`config.mk`:
```
export PLATFORM = sky130hd
export DESIGN_NAME = scbc_capture_ctrl
export DESIGN_NICKNAME = d
export VERILOG_FILES = /design/src/common/scbc_pkg.sv /design/src/rtl/scbc_capture_ctrl.sv /design/src/rtl/scbc_fifo.sv
export SDC_FILE = /design/constraint.sdc
export NUM_CORES = 1
export LEC_CHECK = 0
export BUFFER_PORTS_ARGS = -buffer_cell sky130_fd_sc_hd__clkbuf_2
export CAP_MARGIN = 40
export CORE_MARGIN = 4
export CORE_UTILIZATION = 64
export DETAILED_ROUTE_END_ITERATION = 8
export PLACE_DENSITY = 0.85
export SLEW_MARGIN = 10
export SYNTH_ARGS = -nofsm -noshare
export SYNTH_HDL_FRONTEND = slang
export SYNTH_SLANG_ARGS = --single-unit
```
`constraint.sdc`:
```
create_clock -name clock -period 4.9 [get_ports clock]
set_clock_uncertainty 0.05 [all_clocks]
set_input_delay 0.49 -clock clock [delete_from_list [all_inputs] [get_ports clock]]
set_output_delay 0.49 -clock clock [all_outputs]
set_load 0.02 [all_outputs]
```
`src/common/scbc_pkg.sv`:
```
// ==========================================================
// capture buffer constants and carriers
package scbc_pkg;
  // ========================================================
  // widths and depths
  localparam int DATA_W = 8; // one converted sample byte
  localparam int REG_W = 16; // register port data width
  localparam int ADDR_W = 8; // register port address width
  localparam int FIFO_DEPTH = 16; // capture buffer entries
  localparam int FIFO_CNT_W = $clog2(FIFO_DEPTH + 1); // fill count width

  // ========================================================
  // register map
  localparam logic [7:0] BUF_CTRL_OFFSET = 8'h0f; // buffer control register
  localparam logic [7:0] STATUS_OFFSET = 8'h10; // buffer status register
  localparam int DUAL_PORT_POS = 12; // dual_port_output_bit
  localparam int STOP_FULL_POS = 13; // stop_on_full_bit
  localparam logic [15:0] BUF_CTRL_MASK = 16'h3000; // writable control bits
  localparam logic [15:0] BUF_CTRL_RESET = 16'h0000; // wrap mode, single port
  localparam int STAT_FULL_POS = 0; // status: full flag
  localparam int STAT_EMPTY_POS = 1; // status: empty flag
  localparam int STAT_OOR_POS = 2; // status: out of range
  localparam int STAT_WREQ_POS = 3; // status: synced write request
  localparam int STAT_COUNT_POS = 8; // status: fill count field

  // ========================================================
  // synchroniser lanes
  localparam int SYNC_N = 4; // number of outside inputs
  localparam int SYNC_WREQ = 0; // write request lane
  localparam int SYNC_REN = 1; // read enable lane
  localparam int SYNC_RCLK = 2; // read clock lane
  localparam int SYNC_BRST = 3; // buffer reset lane
  localparam logic EMPTY_RESET = 1'b1; // buffer starts empty

  // ========================================================
  // carriers and states
  typedef struct packed
  {
    logic buffer_full_flag; // buffer holds its maximum
    logic buffer_empty_flag; // buffer holds nothing
    logic out_of_range; // input left linear range during capture
  } scbc_flags_t;

  typedef enum logic {RD_IDLE, RD_SECOND} scbc_rd_state_t;
endpackage

```
`src/rtl/scbc_capture_ctrl.sv`:
```
// The implementer's own choices: the strobed register port and the address map.
`timescale 1ns/1ps
// Operation
// read enable drains one byte per read clock; in dual mode the code drains two, one on the rise and one the next cycle
// write request stores one byte per sample clock
// controller never raises read enable during writes
// write request synchronised before use
// controller keeps read clock running freely
// output data and empty follow read clock
// buffer reset returns control logic to start
// synced write request driven on its pin
// out of range sticks during capture
// out of range clears on read or reset
// full flag raised when buffer holds maximum
// full with wrap mode overwrites oldest data
// full flag cleared by read or reset
// empty flag raised on read clock when empty
// empty flag cleared when a write lands
// later port holds last byte when idle
// dual mode splits bytes, else earlier port off
// data strobes follow read clock, aligned with data
// stop mode halts writes once full
module scbc_capture_ctrl (
  input wire logic clock,
  input wire logic rst_n,
  input wire logic write_request_async,
  input wire logic read_enable_async,
  input wire logic read_clock_in,
  input wire logic buffer_reset_in,
  input wire logic [scbc_pkg::DATA_W-1:0] sample_data,
  input wire logic sample_over_range,
  input wire logic [scbc_pkg::ADDR_W-1:0] reg_addr,
  input wire logic [scbc_pkg::REG_W-1:0] reg_wdata,
  input wire logic reg_write,
  input wire logic reg_read,
  output logic [scbc_pkg::REG_W-1:0] reg_rdata,
  output logic [scbc_pkg::DATA_W-1:0] later_sample_port,
  output logic [scbc_pkg::DATA_W-1:0] earlier_sample_port,
  output logic earlier_sample_port_oe,
  output logic output_data_strobe_later,
  output logic output_data_strobe_earlier,
  output logic write_request_synced_out,
  output logic capture_accept,
  output scbc_pkg::scbc_flags_t buffer_flags
);
  // ========================================================
  // state
  typedef struct packed
  {
    logic [scbc_pkg::SYNC_N-1:0] s1; // first sync stage
    logic [scbc_pkg::SYNC_N-1:0] s2; // second sync stage
    logic [scbc_pkg::SYNC_N-1:0] s3; // third sync stage
    logic [scbc_pkg::SYNC_N-1:0] lvl; // agreed levels
    logic rclk_prev; // read clock level last cycle
    logic [scbc_pkg::REG_W-1:0] ctrl; // buffer control register
    logic [scbc_pkg::REG_W-1:0] rdata; // read data, one cycle
    logic [scbc_pkg::DATA_W-1:0] later; // later sample port
    logic [scbc_pkg::DATA_W-1:0] earlier; // earlier sample port
    logic [scbc_pkg::DATA_W-1:0] hold; // first byte of a pair
    logic strobe_l; // strobe for later port
    logic strobe_e; // strobe for earlier port
    logic full; // full flag
    logic empty; // empty flag
    logic oor; // out of range flag
    scbc_pkg::scbc_rd_state_t rd_st; // read sequencer
  } scbc_state_t;

  scbc_state_t st_r; // registered state
  scbc_state_t st_nxt; // next state
  logic [scbc_pkg::SYNC_N-1:0] in_vec; // raw outside inputs
  logic [scbc_pkg::SYNC_N-1:0] diff; // stages two and three disagree
  logic wreq; // synced write request
  logic ren; // synced read enable
  logic flush; // synced buffer reset
  logic rclk_rise; // read clock rising edge
  logic rclk_fall; // read clock falling edge
  logic dual; // dual port mode
  logic stop_full; // stop on full mode
  logic fifo_ready; // buffer accepts a byte
  logic fifo_valid; // buffer holds a byte
  logic fifo_full; // buffer at maximum
  logic [scbc_pkg::DATA_W-1:0] fifo_data; // oldest byte
  logic [scbc_pkg::FIFO_CNT_W-1:0] fifo_count; // bytes held
  logic push; // byte stored this cycle
  logic pop; // byte drained this cycle

  // ========================================================
  // input synchronisation
  assign in_vec = {buffer_reset_in, read_clock_in, read_enable_async, write_request_async};
  assign diff = st_r.s2 ^ st_r.s3;
  assign wreq = st_r.lvl[scbc_pkg::SYNC_WREQ];
  assign ren = st_r.lvl[scbc_pkg::SYNC_REN];
  assign flush = st_r.lvl[scbc_pkg::SYNC_BRST];
  // read clock is only sampled, so it must keep toggling to drain data
  assign rclk_rise = st_r.lvl[scbc_pkg::SYNC_RCLK] && !st_r.rclk_prev;
  assign rclk_fall = !st_r.lvl[scbc_pkg::SYNC_RCLK] && st_r.rclk_prev;
  assign dual = st_r.ctrl[scbc_pkg::DUAL_PORT_POS];
  assign stop_full = st_r.ctrl[scbc_pkg::STOP_FULL_POS];

  // ========================================================
  // buffer handshakes
  // stop mode drops the ready, which stalls storing here
  assign push = wreq && fifo_ready && !flush;
  // controller keeps read enable low while writing, so no clash here
  assign pop = fifo_valid && !flush &&
    ((st_r.rd_st == scbc_pkg::RD_IDLE && rclk_rise && ren) ||
     (st_r.rd_st == scbc_pkg::RD_SECOND));
  assign capture_accept = fifo_ready;

  scbc_fifo #(
    .WIDTH(scbc_pkg::DATA_W),
    .DEPTH(scbc_pkg::FIFO_DEPTH)
  ) u_fifo (
    .clock(clock),
    .rst_n(rst_n),
    .flush(flush),
    .overwrite(!stop_full),
    .in_valid(wreq && !flush),
    .in_ready(fifo_ready),
    .in_data(sample_data),
    .out_valid(fifo_valid),
    .out_ready(pop),
    .out_data(fifo_data),
    .full(fifo_full),
    .count(fifo_count)
  );

  // ========================================================
  // next state
  always_comb
  begin
    st_nxt = st_r;
    // three stages, a change counts once stages two and three agree
    st_nxt.s1 = in_vec;
    st_nxt.s2 = st_r.s1;
    st_nxt.s3 = st_r.s2;
    st_nxt.lvl = (~diff & st_r.s3) | (diff & st_r.lvl);
    st_nxt.rclk_prev = st_r.lvl[scbc_pkg::SYNC_RCLK];

    // register port, read data valid only in the following cycle
    st_nxt.rdata = '0;
    if (reg_write && reg_addr == scbc_pkg::BUF_CTRL_OFFSET)
      st_nxt.ctrl = reg_wdata & scbc_pkg::BUF_CTRL_MASK;
    if (reg_read)
    begin
      case (reg_addr)
        scbc_pkg::BUF_CTRL_OFFSET:
          st_nxt.rdata = st_r.ctrl;
        scbc_pkg::STATUS_OFFSET:
        begin
          st_nxt.rdata[scbc_pkg::STAT_FULL_POS] = st_r.full;
          st_nxt.rdata[scbc_pkg::STAT_EMPTY_POS] = st_r.empty;
          st_nxt.rdata[scbc_pkg::STAT_OOR_POS] = st_r.oor;
          st_nxt.rdata[scbc_pkg::STAT_WREQ_POS] = wreq;
          st_nxt.rdata[scbc_pkg::STAT_COUNT_POS +: scbc_pkg::FIFO_CNT_W] = fifo_count;
        end
        default:
          st_nxt.rdata = '0; // unmapped reads as zero
      endcase
    end

    // strobes drop with the read clock, set below wins
    if (rclk_fall)
    begin
      st_nxt.strobe_l = 1'b0;
      st_nxt.strobe_e = 1'b0;
    end

    // read sequencer, output ports change only on or one cycle after a read clock rise
    case (st_r.rd_st)
      scbc_pkg::RD_IDLE:
      begin
        if (pop)
        begin
          if (dual)
          begin
            st_nxt.hold = fifo_data;
            st_nxt.rd_st = scbc_pkg::RD_SECOND;
          end
          else
          begin
            st_nxt.later = fifo_data;
            st_nxt.strobe_l = 1'b1;
          end
        end
        // without a pop the later port keeps its last byte
      end
      scbc_pkg::RD_SECOND:
      begin
        // earlier byte goes to the second port; a lone byte leaves later as is
        if (pop)
          st_nxt.later = fifo_data;
        st_nxt.earlier = st_r.hold;
        st_nxt.strobe_l = 1'b1;
        st_nxt.strobe_e = 1'b1;
        st_nxt.rd_st = scbc_pkg::RD_IDLE;
      end
      default:
        st_nxt.rd_st = scbc_pkg::RD_IDLE;
    endcase

    // full flag follows the buffer, a read clears it
    if (pop)
      st_nxt.full = 1'b0;
    else
      st_nxt.full = fifo_full;

    // empty flag: set on the read clock, a landed write wins
    if (rclk_rise && !fifo_valid)
      st_nxt.empty = 1'b1;
    if (push)
      st_nxt.empty = 1'b0;

    // out of range: a read clears, a new excursion wins
    if (pop)
      st_nxt.oor = 1'b0;
    if (push && sample_over_range)
      st_nxt.oor = 1'b1;

    // buffer reset overrides sequencer, flags and strobes; the later port and register file keep their values, the earlier port still takes a held byte
    if (flush)
    begin
      st_nxt.rd_st = scbc_pkg::RD_IDLE;
      st_nxt.full = 1'b0;
      st_nxt.empty = scbc_pkg::EMPTY_RESET;
      st_nxt.oor = 1'b0;
      st_nxt.strobe_l = 1'b0;
      st_nxt.strobe_e = 1'b0;
    end
  end

  // ========================================================
  // registers
  always_ff @(posedge clock)
  begin
    if (!rst_n)
    begin
      st_r <= '0;
      st_r.empty <= scbc_pkg::EMPTY_RESET;
      st_r.ctrl <= scbc_pkg::BUF_CTRL_RESET;
      st_r.rd_st <= scbc_pkg::RD_IDLE;
    end
    else
      st_r <= st_nxt;
  end

  // ========================================================
  // outputs
  assign reg_rdata = st_r.rdata;
  assign later_sample_port = st_r.later;
  assign earlier_sample_port = st_r.earlier;
  assign earlier_sample_port_oe = dual;
  assign output_data_strobe_later = st_r.strobe_l;
  assign output_data_strobe_earlier = st_r.strobe_e;
  assign write_request_synced_out = wreq;
  assign buffer_flags.buffer_full_flag = st_r.full;
  assign buffer_flags.buffer_empty_flag = st_r.empty;
  assign buffer_flags.out_of_range = st_r.oor;

  // ========================================================
  // assertions
  AST_WREQ_SYNC: assert property (@(posedge clock) disable iff (!rst_n)
    $rose(write_request_synced_out) |-> $past(write_request_async, 3) &&
      $past(write_request_async, 4))
    else $error("synced write request rose without a stable input");

  AST_PUSH_COUNT: assert property (@(posedge clock) disable iff (!rst_n)
    (push && !pop && !fifo_full) |=> fifo_count == $past(fifo_count) + 5'h01)
    else $error("stored byte did not raise the fill count");

  AST_WRAP_FULL: assert property (@(posedge clock) disable iff (!rst_n)
    (wreq && !flush && fifo_full && !stop_full && !pop) |-> push ##1 fifo_full)
    else $error("wrap mode did not overwrite when full");

  AST_STOP_FULL: assert property (@(posedge clock) disable iff (!rst_n)
    (fifo_full && stop_full) |-> !push && !capture_accept)
    else $error("stop mode stored into a full buffer");

  AST_READ_STEP: assert property (@(posedge clock) disable iff (!rst_n)
    (st_r.rd_st == scbc_pkg::RD_IDLE && rclk_rise && ren && fifo_valid && !flush)
      |-> pop ##[1:2] output_data_strobe_later)
    else $error("read clock edge did not drain a byte");

  AST_FULL_SET: assert property (@(posedge clock) disable iff (!rst_n)
    (fifo_full && !pop && !flush) |=> buffer_flags.buffer_full_flag)
    else $error("full flag missing while buffer full");

  AST_FULL_CLR: assert property (@(posedge clock) disable iff (!rst_n)
    (pop || flush) |=> !buffer_flags.buffer_full_flag)
    else $error("full flag survived a read or reset");

  AST_EMPTY_SET: assert property (@(posedge clock) disable iff (!rst_n)
    (rclk_rise && !fifo_valid && !push) |=> buffer_flags.buffer_empty_flag)
    else $error("empty flag not raised on read clock");

  AST_EMPTY_CLR: assert property (@(posedge clock) disable iff (!rst_n)
    (push && !flush) |=> !buffer_flags.buffer_empty_flag)
    else $error("empty flag survived a write");

  AST_OOR: assert property (@(posedge clock) disable iff (!rst_n)
    (push && sample_over_range) |=> buffer_flags.out_of_range)
    else $error("out of range not captured");

  AST_OOR_CLR: assert property (@(posedge clock) disable iff (!rst_n)
    ((pop || flush) && !(push && sample_over_range)) |=> !buffer_flags.out_of_range)
    else $error("out of range survived a read or reset");

  AST_HOLD: assert property (@(posedge clock) disable iff (!rst_n)
    (!ren && st_r.rd_st == scbc_pkg::RD_IDLE) |=> $stable(later_sample_port))
    else $error("later port changed while reads are off");

  AST_RESET: assert property (@(posedge clock) disable iff (!rst_n)
    flush |=> fifo_count == '0 && buffer_flags.buffer_empty_flag &&
      !output_data_strobe_later)
    else $error("buffer reset did not restore initial state");

  AST_SINGLE: assert property (@(posedge clock) disable iff (!rst_n)
    (!dual)[*2] |-> !output_data_strobe_earlier || $past(output_data_strobe_earlier))
    else $error("earlier strobe rose in single port mode");
endmodule

```
`src/rtl/scbc_fifo.sv`:
```
`timescale 1ns/1ps
// ==========================================================
// capture buffer storage with optional overwrite of oldest
module scbc_fifo #(
  parameter int WIDTH = 8,
  parameter int DEPTH = 16
) (
  input wire logic clock,
  input wire logic rst_n,
  input wire logic flush,
  input wire logic overwrite,
  input wire logic in_valid,
  output logic in_ready,
  input wire logic [WIDTH-1:0] in_data,
  output logic out_valid,
  input wire logic out_ready,
  output logic [WIDTH-1:0] out_data,
  output logic full,
  output logic [$clog2(DEPTH+1)-1:0] count
);
  localparam int PTR_W = (DEPTH > 1) ? $clog2(DEPTH) : 1; // pointer width
  localparam int CNT_W = $clog2(DEPTH + 1); // count width

  // ========================================================
  // state
  typedef struct packed
  {
    logic [DEPTH-1:0][WIDTH-1:0] mem; // storage array
    logic [PTR_W-1:0] wr_ptr; // next slot to write
    logic [PTR_W-1:0] rd_ptr; // oldest entry
    logic [CNT_W-1:0] count; // entries held
  } scbc_fifo_state_t;

  scbc_fifo_state_t st_r; // registered state
  scbc_fifo_state_t st_nxt; // next state
  logic do_push; // entry accepted
  logic do_pop; // entry drained
  logic drop; // oldest entry overwritten

  // pointer step with wrap, depth need not be a power of two
  function automatic logic [PTR_W-1:0] step(input logic [PTR_W-1:0] p);
    if (p == PTR_W'(DEPTH - 1))
      return '0;
    return p + PTR_W'(1);
  endfunction

  // ========================================================
  // handshakes
  assign full = (st_r.count == CNT_W'(DEPTH));
  assign in_ready = !full || overwrite; // stop mode stalls the source
  assign out_valid = (st_r.count != '0);
  assign out_data = st_r.mem[st_r.rd_ptr];
  assign count = st_r.count;
  assign do_push = in_valid && in_ready;
  assign do_pop = out_valid && out_ready;
  assign drop = do_push && full && !do_pop;

  // next state
  always_comb
  begin
    st_nxt = st_r;
    if (flush)
    begin
      // flush empties without touching stored bytes
      st_nxt.wr_ptr = '0;
      st_nxt.rd_ptr = '0;
      st_nxt.count = '0;
    end
    else
    begin
      if (do_push)
      begin
        st_nxt.mem[st_r.wr_ptr] = in_data;
        st_nxt.wr_ptr = step(st_r.wr_ptr);
      end
      // overwrite advances the oldest pointer with the writer
      if (do_pop || drop)
        st_nxt.rd_ptr = step(st_r.rd_ptr);
      if (do_push && !do_pop && !full)
        st_nxt.count = st_r.count + CNT_W'(1);
      else if (do_pop && !do_push)
        st_nxt.count = st_r.count - CNT_W'(1);
    end
  end

  // registers
  always_ff @(posedge clock)
  begin
    if (!rst_n)
      st_r <= '0;
    else
      st_r <= st_nxt;
  end
endmodule

```
[Word-level counts from Yosys, hierarchy flattened]
Cells that the tools add are included.
Word-level totals
  memory bits (read-only): 0
  bits in writable memories: 0
  output and inout bits: 40
  word-level logic and storage cells: 138
  latch bits: 0
  input port bits: 41
  bits in registers: 200
  memories kept: 0
Cells by class
  add/sub/neg operators: 4
  $mul: 0
  reductions and logical operators: 44
  eq/ne operators: 8
  $lt $le $gt $ge: 3
  mux-type cells: 34
  div/mod/pow operators: 0
  bitwise operators: 8
  shifts and indexed selects: 0
Operator list (count)
  bitwise mux 128 bit: 1
  2-to-1 mux 8 bit: 5
  binary-select mux 8 bit (select 4 bit): 1
  demux 8 bit (select 4 bit): 1
  logical AND 1 bit: 20
  2-to-1 mux 4 bit: 4
  one-hot mux 8 bit (2 select lines): 1
  2-to-1 mux 1 bit: 15
  AND reduction 3 bit: 4
  < comparator 4 x 5 -> 1 bit (second input constant): 2
  2-to-1 mux 5 bit: 2
  one-hot mux 5 bit (2 select lines): 1
  adder 4 x 1 -> 4 bit (second input constant): 2
  bitwise AND 4 bit: 2
  == test 4 bit (second input constant): 2
  == test 8 x 4 -> 1 bit (second input constant): 1
  == test 8 x 5 -> 1 bit (second input constant): 1
  zero test 1 bit: 8
  nonzero test 2 bit: 4
  adder 5 x 1 -> 5 bit (second input constant): 1
  == test 5 bit (second input constant): 1
  nonzero test 5 bit: 1
  subtractor 5 x 1 -> 5 bit (second input constant): 1
  greater-or-equal comparator 4 x 1 -> 1 bit (second input constant): 1
  other kinds (12): 19

[Longest topological paths before layout]
  depth after elaboration: 13
  depth in mapped cells: 10
  depth with buffers taken out: 10

[Cells and area by module]
From an unflattened synthesis, not the netlist that was laid out.
Second synthesis, totals
  cell total of the unflattened synthesis: 876
  area total of the unflattened synthesis: 9495.4 µm²
By module, submodules not included
  scbc_fifo: sequential area each 2822.7 µm², cells each 638, times used 1, area an instance 7124.3 µm²
  scbc_capture_ctrl: sequential area each 1181.1 µm², cells each 238, times used 1, area an instance 2371.0 µm²

[Worst setup path after synthesis]
OpenSTA, ideal clock, no wires.
  path kind: reg2reg
  start: reg with a tool-made name
  end: reg u_fifo.st_r, in the netlist u_fifo.count[4]
  period minus slack after synthesis: 2783 ps
  arrival time: 2614 ps
  stages on the path, launching flop included: 11
  buffers on the path: 0
  setup time: 119 ps
  setup slack: 2117 ps
  required time: 4731 ps
  cells stage by stage: dfxtp_1 > or2b_2 > a21oi_1 > o21a_1 > inv_1 > fa_1 > a21o_1 > a21o_1 > or4_1 > a21oi_1 > nor3b_1
RTL lines
  to (signal assigned): RTL line scbc_fifo.sv:92  | st_r <= st_nxt;
  to (decl): RTL line scbc_fifo.sv:34  | scbc_fifo_state_t st_r;

[Worst setup path after layout]
  start: reg st_r[62] (netlist name)
  end: reg u_fifo.st_r, in the netlist u_fifo.count[4]
Between the ends
  word-level cells in the longest chain between the ends: 11
  elaborated cells on any way between the ends: 13
  classes of those cells: 1 x mux; 12 x reduce/logical
Ends and longest elaborated chain
  from (decl): RTL line scbc_capture_ctrl.sv:68  | scbc_state_t st_r;
  from (signal assigned): RTL line scbc_capture_ctrl.sv:244  | st_r <= st_nxt;
  zero test 1 bit (*): RTL line scbc_capture_ctrl.sv:95  | assign rclk_rise = st_r.lvl[scbc_pkg::SYNC_RCLK] && !st_r.rclk_prev;
  logical AND 1 bit (*): RTL line scbc_capture_ctrl.sv:95
  logical AND 1 bit (*) (2 in a row): RTL line scbc_capture_ctrl.sv:106  | ((st_r.rd_st == scbc_pkg::RD_IDLE && rclk_rise && ren) ||
  logical OR 1 bit (*): RTL line scbc_capture_ctrl.sv:106
  logical AND 1 bit (*): RTL line scbc_capture_ctrl.sv:105  | assign pop = fifo_valid && !flush &&
  logical AND 1 bit (*): RTL line scbc_fifo.sv:55  | assign do_pop = out_valid && out_ready;
  zero test 1 bit: RTL line scbc_fifo.sv:79  | if (do_push && !do_pop && !full)
  logical AND 1 bit (2 in a row): RTL line scbc_fifo.sv:79
  2-to-1 mux 5 bit or nonzero test 2 bit (tied branches)
Mark *: on every way between the ends. The rest lies on a longest branch, timed or not.
A chain may end at the register's enable or synchronous reset.

==> metrics <==
pwr/cell area=328.5 nW/µm²; proportion of power drawn by the clock network=46.3%; internal power=between 2 and 3 mW; global placer's final weighted congestion=about 0.9; Required @ worst endpoint=between 5000 and 6000 ps; CTS tree=done; total of buffers placed on input and output ports=60; leakage power figure=between 4 and 5 nW; first-pass GRT wire length=between 30000 and 40000 µm; count of mapped cells out of synthesis=a little over 800; Root Buffer=sky130_fd_sc_hd__clkbuf_16; CP Class=reg2reg; maximum clock frequency=between 300 and 400 MHz; die area=15930 µm²; detailed-route vias per instance=approximately 5.9; VDD IR max=237.7 µV; count of max-cap constraint violations=0; pin count of the biggest net entering global routing=98; Floorplan Core Area=between 10000 and 15000 µm²; layout-stage area growth over the synthesis result=8.563%; min Tclk post-route=3228 ps; hold_buf cts=0; initial detailed-routing violation count=384; Final setup violation count=0; max_slew headroom=roughly two fifths; register bit total from synthesis=200; area occupied by multi-input gates=approximately 4500 µm²; switching power share of the total=~20%; Startpoint Class=register; Critical Path AT=about 3500 ps; relative contribution of sequential cells to total power=approximately half; count of placed standard cells in the final layout, fillers left out=1000; most common library cell in the layout ignoring fill and taps=sky130_fd_sc_hd__dfxtp_1; effective utilization at floorplan=66.47%; die height=roughly 130 µm; cell count after placement=around 970; fillers=913; Num CTS Buffers=17; combined area of all synthesized cells=around 8900 µm²; number of top-level pins=81; clock transition time at the flip-flop clock pins of the worst setup and hold paths=around 70 ps; actual slew at the worst max-slew pin=just under 900 ps; Worst path top cell family by delay=compound AO/OA/AOI/OAI gates; detailed placer's ending HPWL=~12000 µm; number of diodes=0; wire length reported by the detailed router=about 19000 µm; global routing usage summed across all routing layers=around 24%; number of gates resized after CTS=0; Mapped Avg Cell Area=approximately 11 µm²; net switching power of the design=around 640 µW; Crit path top cell by count=sky130_fd_sc_hd__a21o_1; number of vias in the routed layout=5915; Routed Antenna Nets=0; residual overflow from global routing=0; number of distinct library cells after synthesis=around 60; fraction of layout instances using a drive strength above 1=19.05%; maximum fanout along the worst path=8; largest buffer count on any clock path=2; cell row count=42; run status=finished clean; YS warnings=0; logic gate share of total power=approximately 2.6%; final layout net count=roughly 860; Hold Vio Cnt, Final=0; Critical Path, Cell by Cell=and3b_1 > o21ai_1 > o21a_1 > inv_1 > fa_1 > a21o_1 > a21o_1 > or4_1 > nand3_1 > nor3b_1; share of the cycle needed by the critical path after routing=65.88%; post-CTS setup buffers=0; setup total negative slack=0 ps; class of the tightest hold or removal check=in2reg; commonest register cell after synthesis=sky130_fd_sc_hd__dfxtp_1; maximum single-stage delay on the critical path=approximately 450 ps; drt pass-1 iters=5; number of global-route vias before repair=between 6000 and 7000; number of antenna violations at the first check in global routing=0; area of all sequential standard cells=around 4000 µm²; DRC violation count after routing=0; unrepaired setup endpoints after global routing=false; final-report max-slew violation count=0; fraction of registers with async set or reset after synthesis=0%; number of clock sinks=200; Max H-tree Level=4; Die W=between 100 and 150 µm; share of synthesized area occupied by flip-flops and latches=roughly 45%; highest-count cells in the layout ignoring fill and taps=sky130_fd_sc_hd__dfxtp_1, sky130_fd_sc_hd__nor2b_1, sky130_fd_sc_hd__mux2i_1; buffer and inverter count on the worst path=1; routed length per placed instance=18.85 µm; element type at the critical path end=register; Slowest-stage cell, CP=sky130_fd_sc_hd__or4_1; insertion delay of the later-clocked pin in the worst-skew pair=between 400 and 500 ps; Post-synth EDFFs=0
-- cells by family (layout without fill, tap and decap cells) --
group / after synthesis / count (layout) / synth area share [%]
AOI/OAI and AO/OA: 79 / 79 / 6.464
and+or+nand+nor: 249 / 249 / 17.60
muxes: 172 / 172 / 23.73
xor gates and xnor gates: 4 / 4 / 0.3918
adders and majority gates: 9 / 9 / 1.343
DFF: 200 / 200 / 44.77
buffers and inverters: 93 / 105 / 5.653
other: 1 / 6 / 0.04194
-- synth_stat cells, types with 2 or more instances --
library cell               count  area, µm²
sky130_fd_sc_hd__dfxtp_1     200       4004
sky130_fd_sc_hd__nor2b_1     143      894.6
sky130_fd_sc_hd__mux2i_1     140       1401
sky130_fd_sc_hd__buf_4        35      262.8
sky130_fd_sc_hd__clkbuf_1     35      131.4
sky130_fd_sc_hd__mux4_2       32      720.7
sky130_fd_sc_hd__nand2_1      21      78.83
sky130_fd_sc_hd__and2_1       20      125.1
sky130_fd_sc_hd__a22o_1       16      140.1
sky130_fd_sc_hd__a22oi_1      16      120.1
sky130_fd_sc_hd__a21oi_1      13      65.06
sky130_fd_sc_hd__nand3_2      12      120.1
sky130_fd_sc_hd__nor2_1       11      41.29
sky130_fd_sc_hd__o21ai_0      11      55.05
sky130_fd_sc_hd__buf_2         8      40.04
sky130_fd_sc_hd__ha_1          8      100.1
sky130_fd_sc_hd__inv_1         8      30.03
sky130_fd_sc_hd__nand3_1       8      40.04
sky130_fd_sc_hd__a21boi_0      5      37.54
sky130_fd_sc_hd__buf_1         5      18.77
sky130_fd_sc_hd__nor3_1        5      25.02
sky130_fd_sc_hd__a31oi_1       4      25.02
sky130_fd_sc_hd__and3_1        3      18.77
sky130_fd_sc_hd__nand4_1       3      18.77
sky130_fd_sc_hd__a21boi_2      2      22.52
sky130_fd_sc_hd__a21o_1        2      15.01
sky130_fd_sc_hd__and4_1        2      17.52
sky130_fd_sc_hd__and4b_1       2      20.02
sky130_fd_sc_hd__buf_6         2      22.52
sky130_fd_sc_hd__nand2b_1      2      12.51
sky130_fd_sc_hd__nand4_2       2      25.02
sky130_fd_sc_hd__or4_1         2      15.01
sky130_fd_sc_hd__xnor2_1       2      17.52
sky130_fd_sc_hd__xor2_1        2      17.52
-- stage by stage --
stage,power (mW),utilization [%],cell area (µm²),hold WS (ps),worst slack [ps]
final,3.189,72.16,9708,216.1,1672
after global routing,3.295,72.16,9708,217.9,1455
after CTS,3.207,72.16,9708,206.8,1696
after detailed placement,1.749,67.50,9081,371.5,1781
after global placement,1.745,67.30,9054,367.0,1968
after floorplan,1.726,-,8961,361.9,2117
-- routing by layer --
layer	vias up	share of wire (%)	global-route usage [%]
met2	165	50	41.13
met3	44	4.3	4.318
met1	2911	43	30.59
li1	2795	-	-
met5	-	0	0
met4	0	2.7	10.60
-- path summary, 6_finish.rpt --
check / slack [ps] / cells after the start / startpoint / end
setup / recovery: 1670 / 10 / st_r[62]$_SDFF_PN0_ / u_fifo.count[4]$_SDFFE_PP0P_
setup reg to reg: 1670 / 10 / st_r[62]$_SDFF_PN0_ / u_fifo.count[4]$_SDFFE_PP0P_
hold reg to reg: 390 / 1 / st_nxt[71]$_SDFF_PN0_ / st_nxt[67]$_SDFF_PN0_
hold / removal: 220 / 2 / read_enable_async / st_nxt[72]$_SDFF_PN0_
-- state kept, by name, indices dropped and copies added, names as in the netlist, named ones only --
| name | cells |
|---|---|
| st_r | 15 |
| u_fifo.st_r | 136 |
| st_nxt | 8 |
| u_fifo.count | 5 |
| output_data_strobe_earlier | 1 |
| earlier_sample_port_oe | 1 |
| reg_rdata | 10 |
| earlier_sample_port | 8 |
| later_sample_port | 8 |
| output_data_strobe_later | 1 |
| buffer_flags | 3 |
-- area by class of cell --
class                   instances  area share [%]
multi-input cells             519           45.92
flip-flops and latches        200           41.26
clock buffers                  21           4.743
repair buffers                 66           3.789
well taps                     176           2.268
clock inverters                10           1.714
inverters                       8          0.3093
-- power by group through the flow --
stage / Clock, mW / Combinational [mW] / Sequential [mW]
2_1_floorplan: 0 / 0.0580 / 1.67
3_3_place_gp: 0 / 0.0765 / 1.67
3_5_place_dp: 0 / 0.0803 / 1.67
4_1_cts: 1.49 / 0.0811 / 1.63
5_1_grt: 1.58 / 0.0883 / 1.63
6_report: 1.48 / 0.0813 / 1.63
No activity file was read; power rests on OpenSTA's default activity.
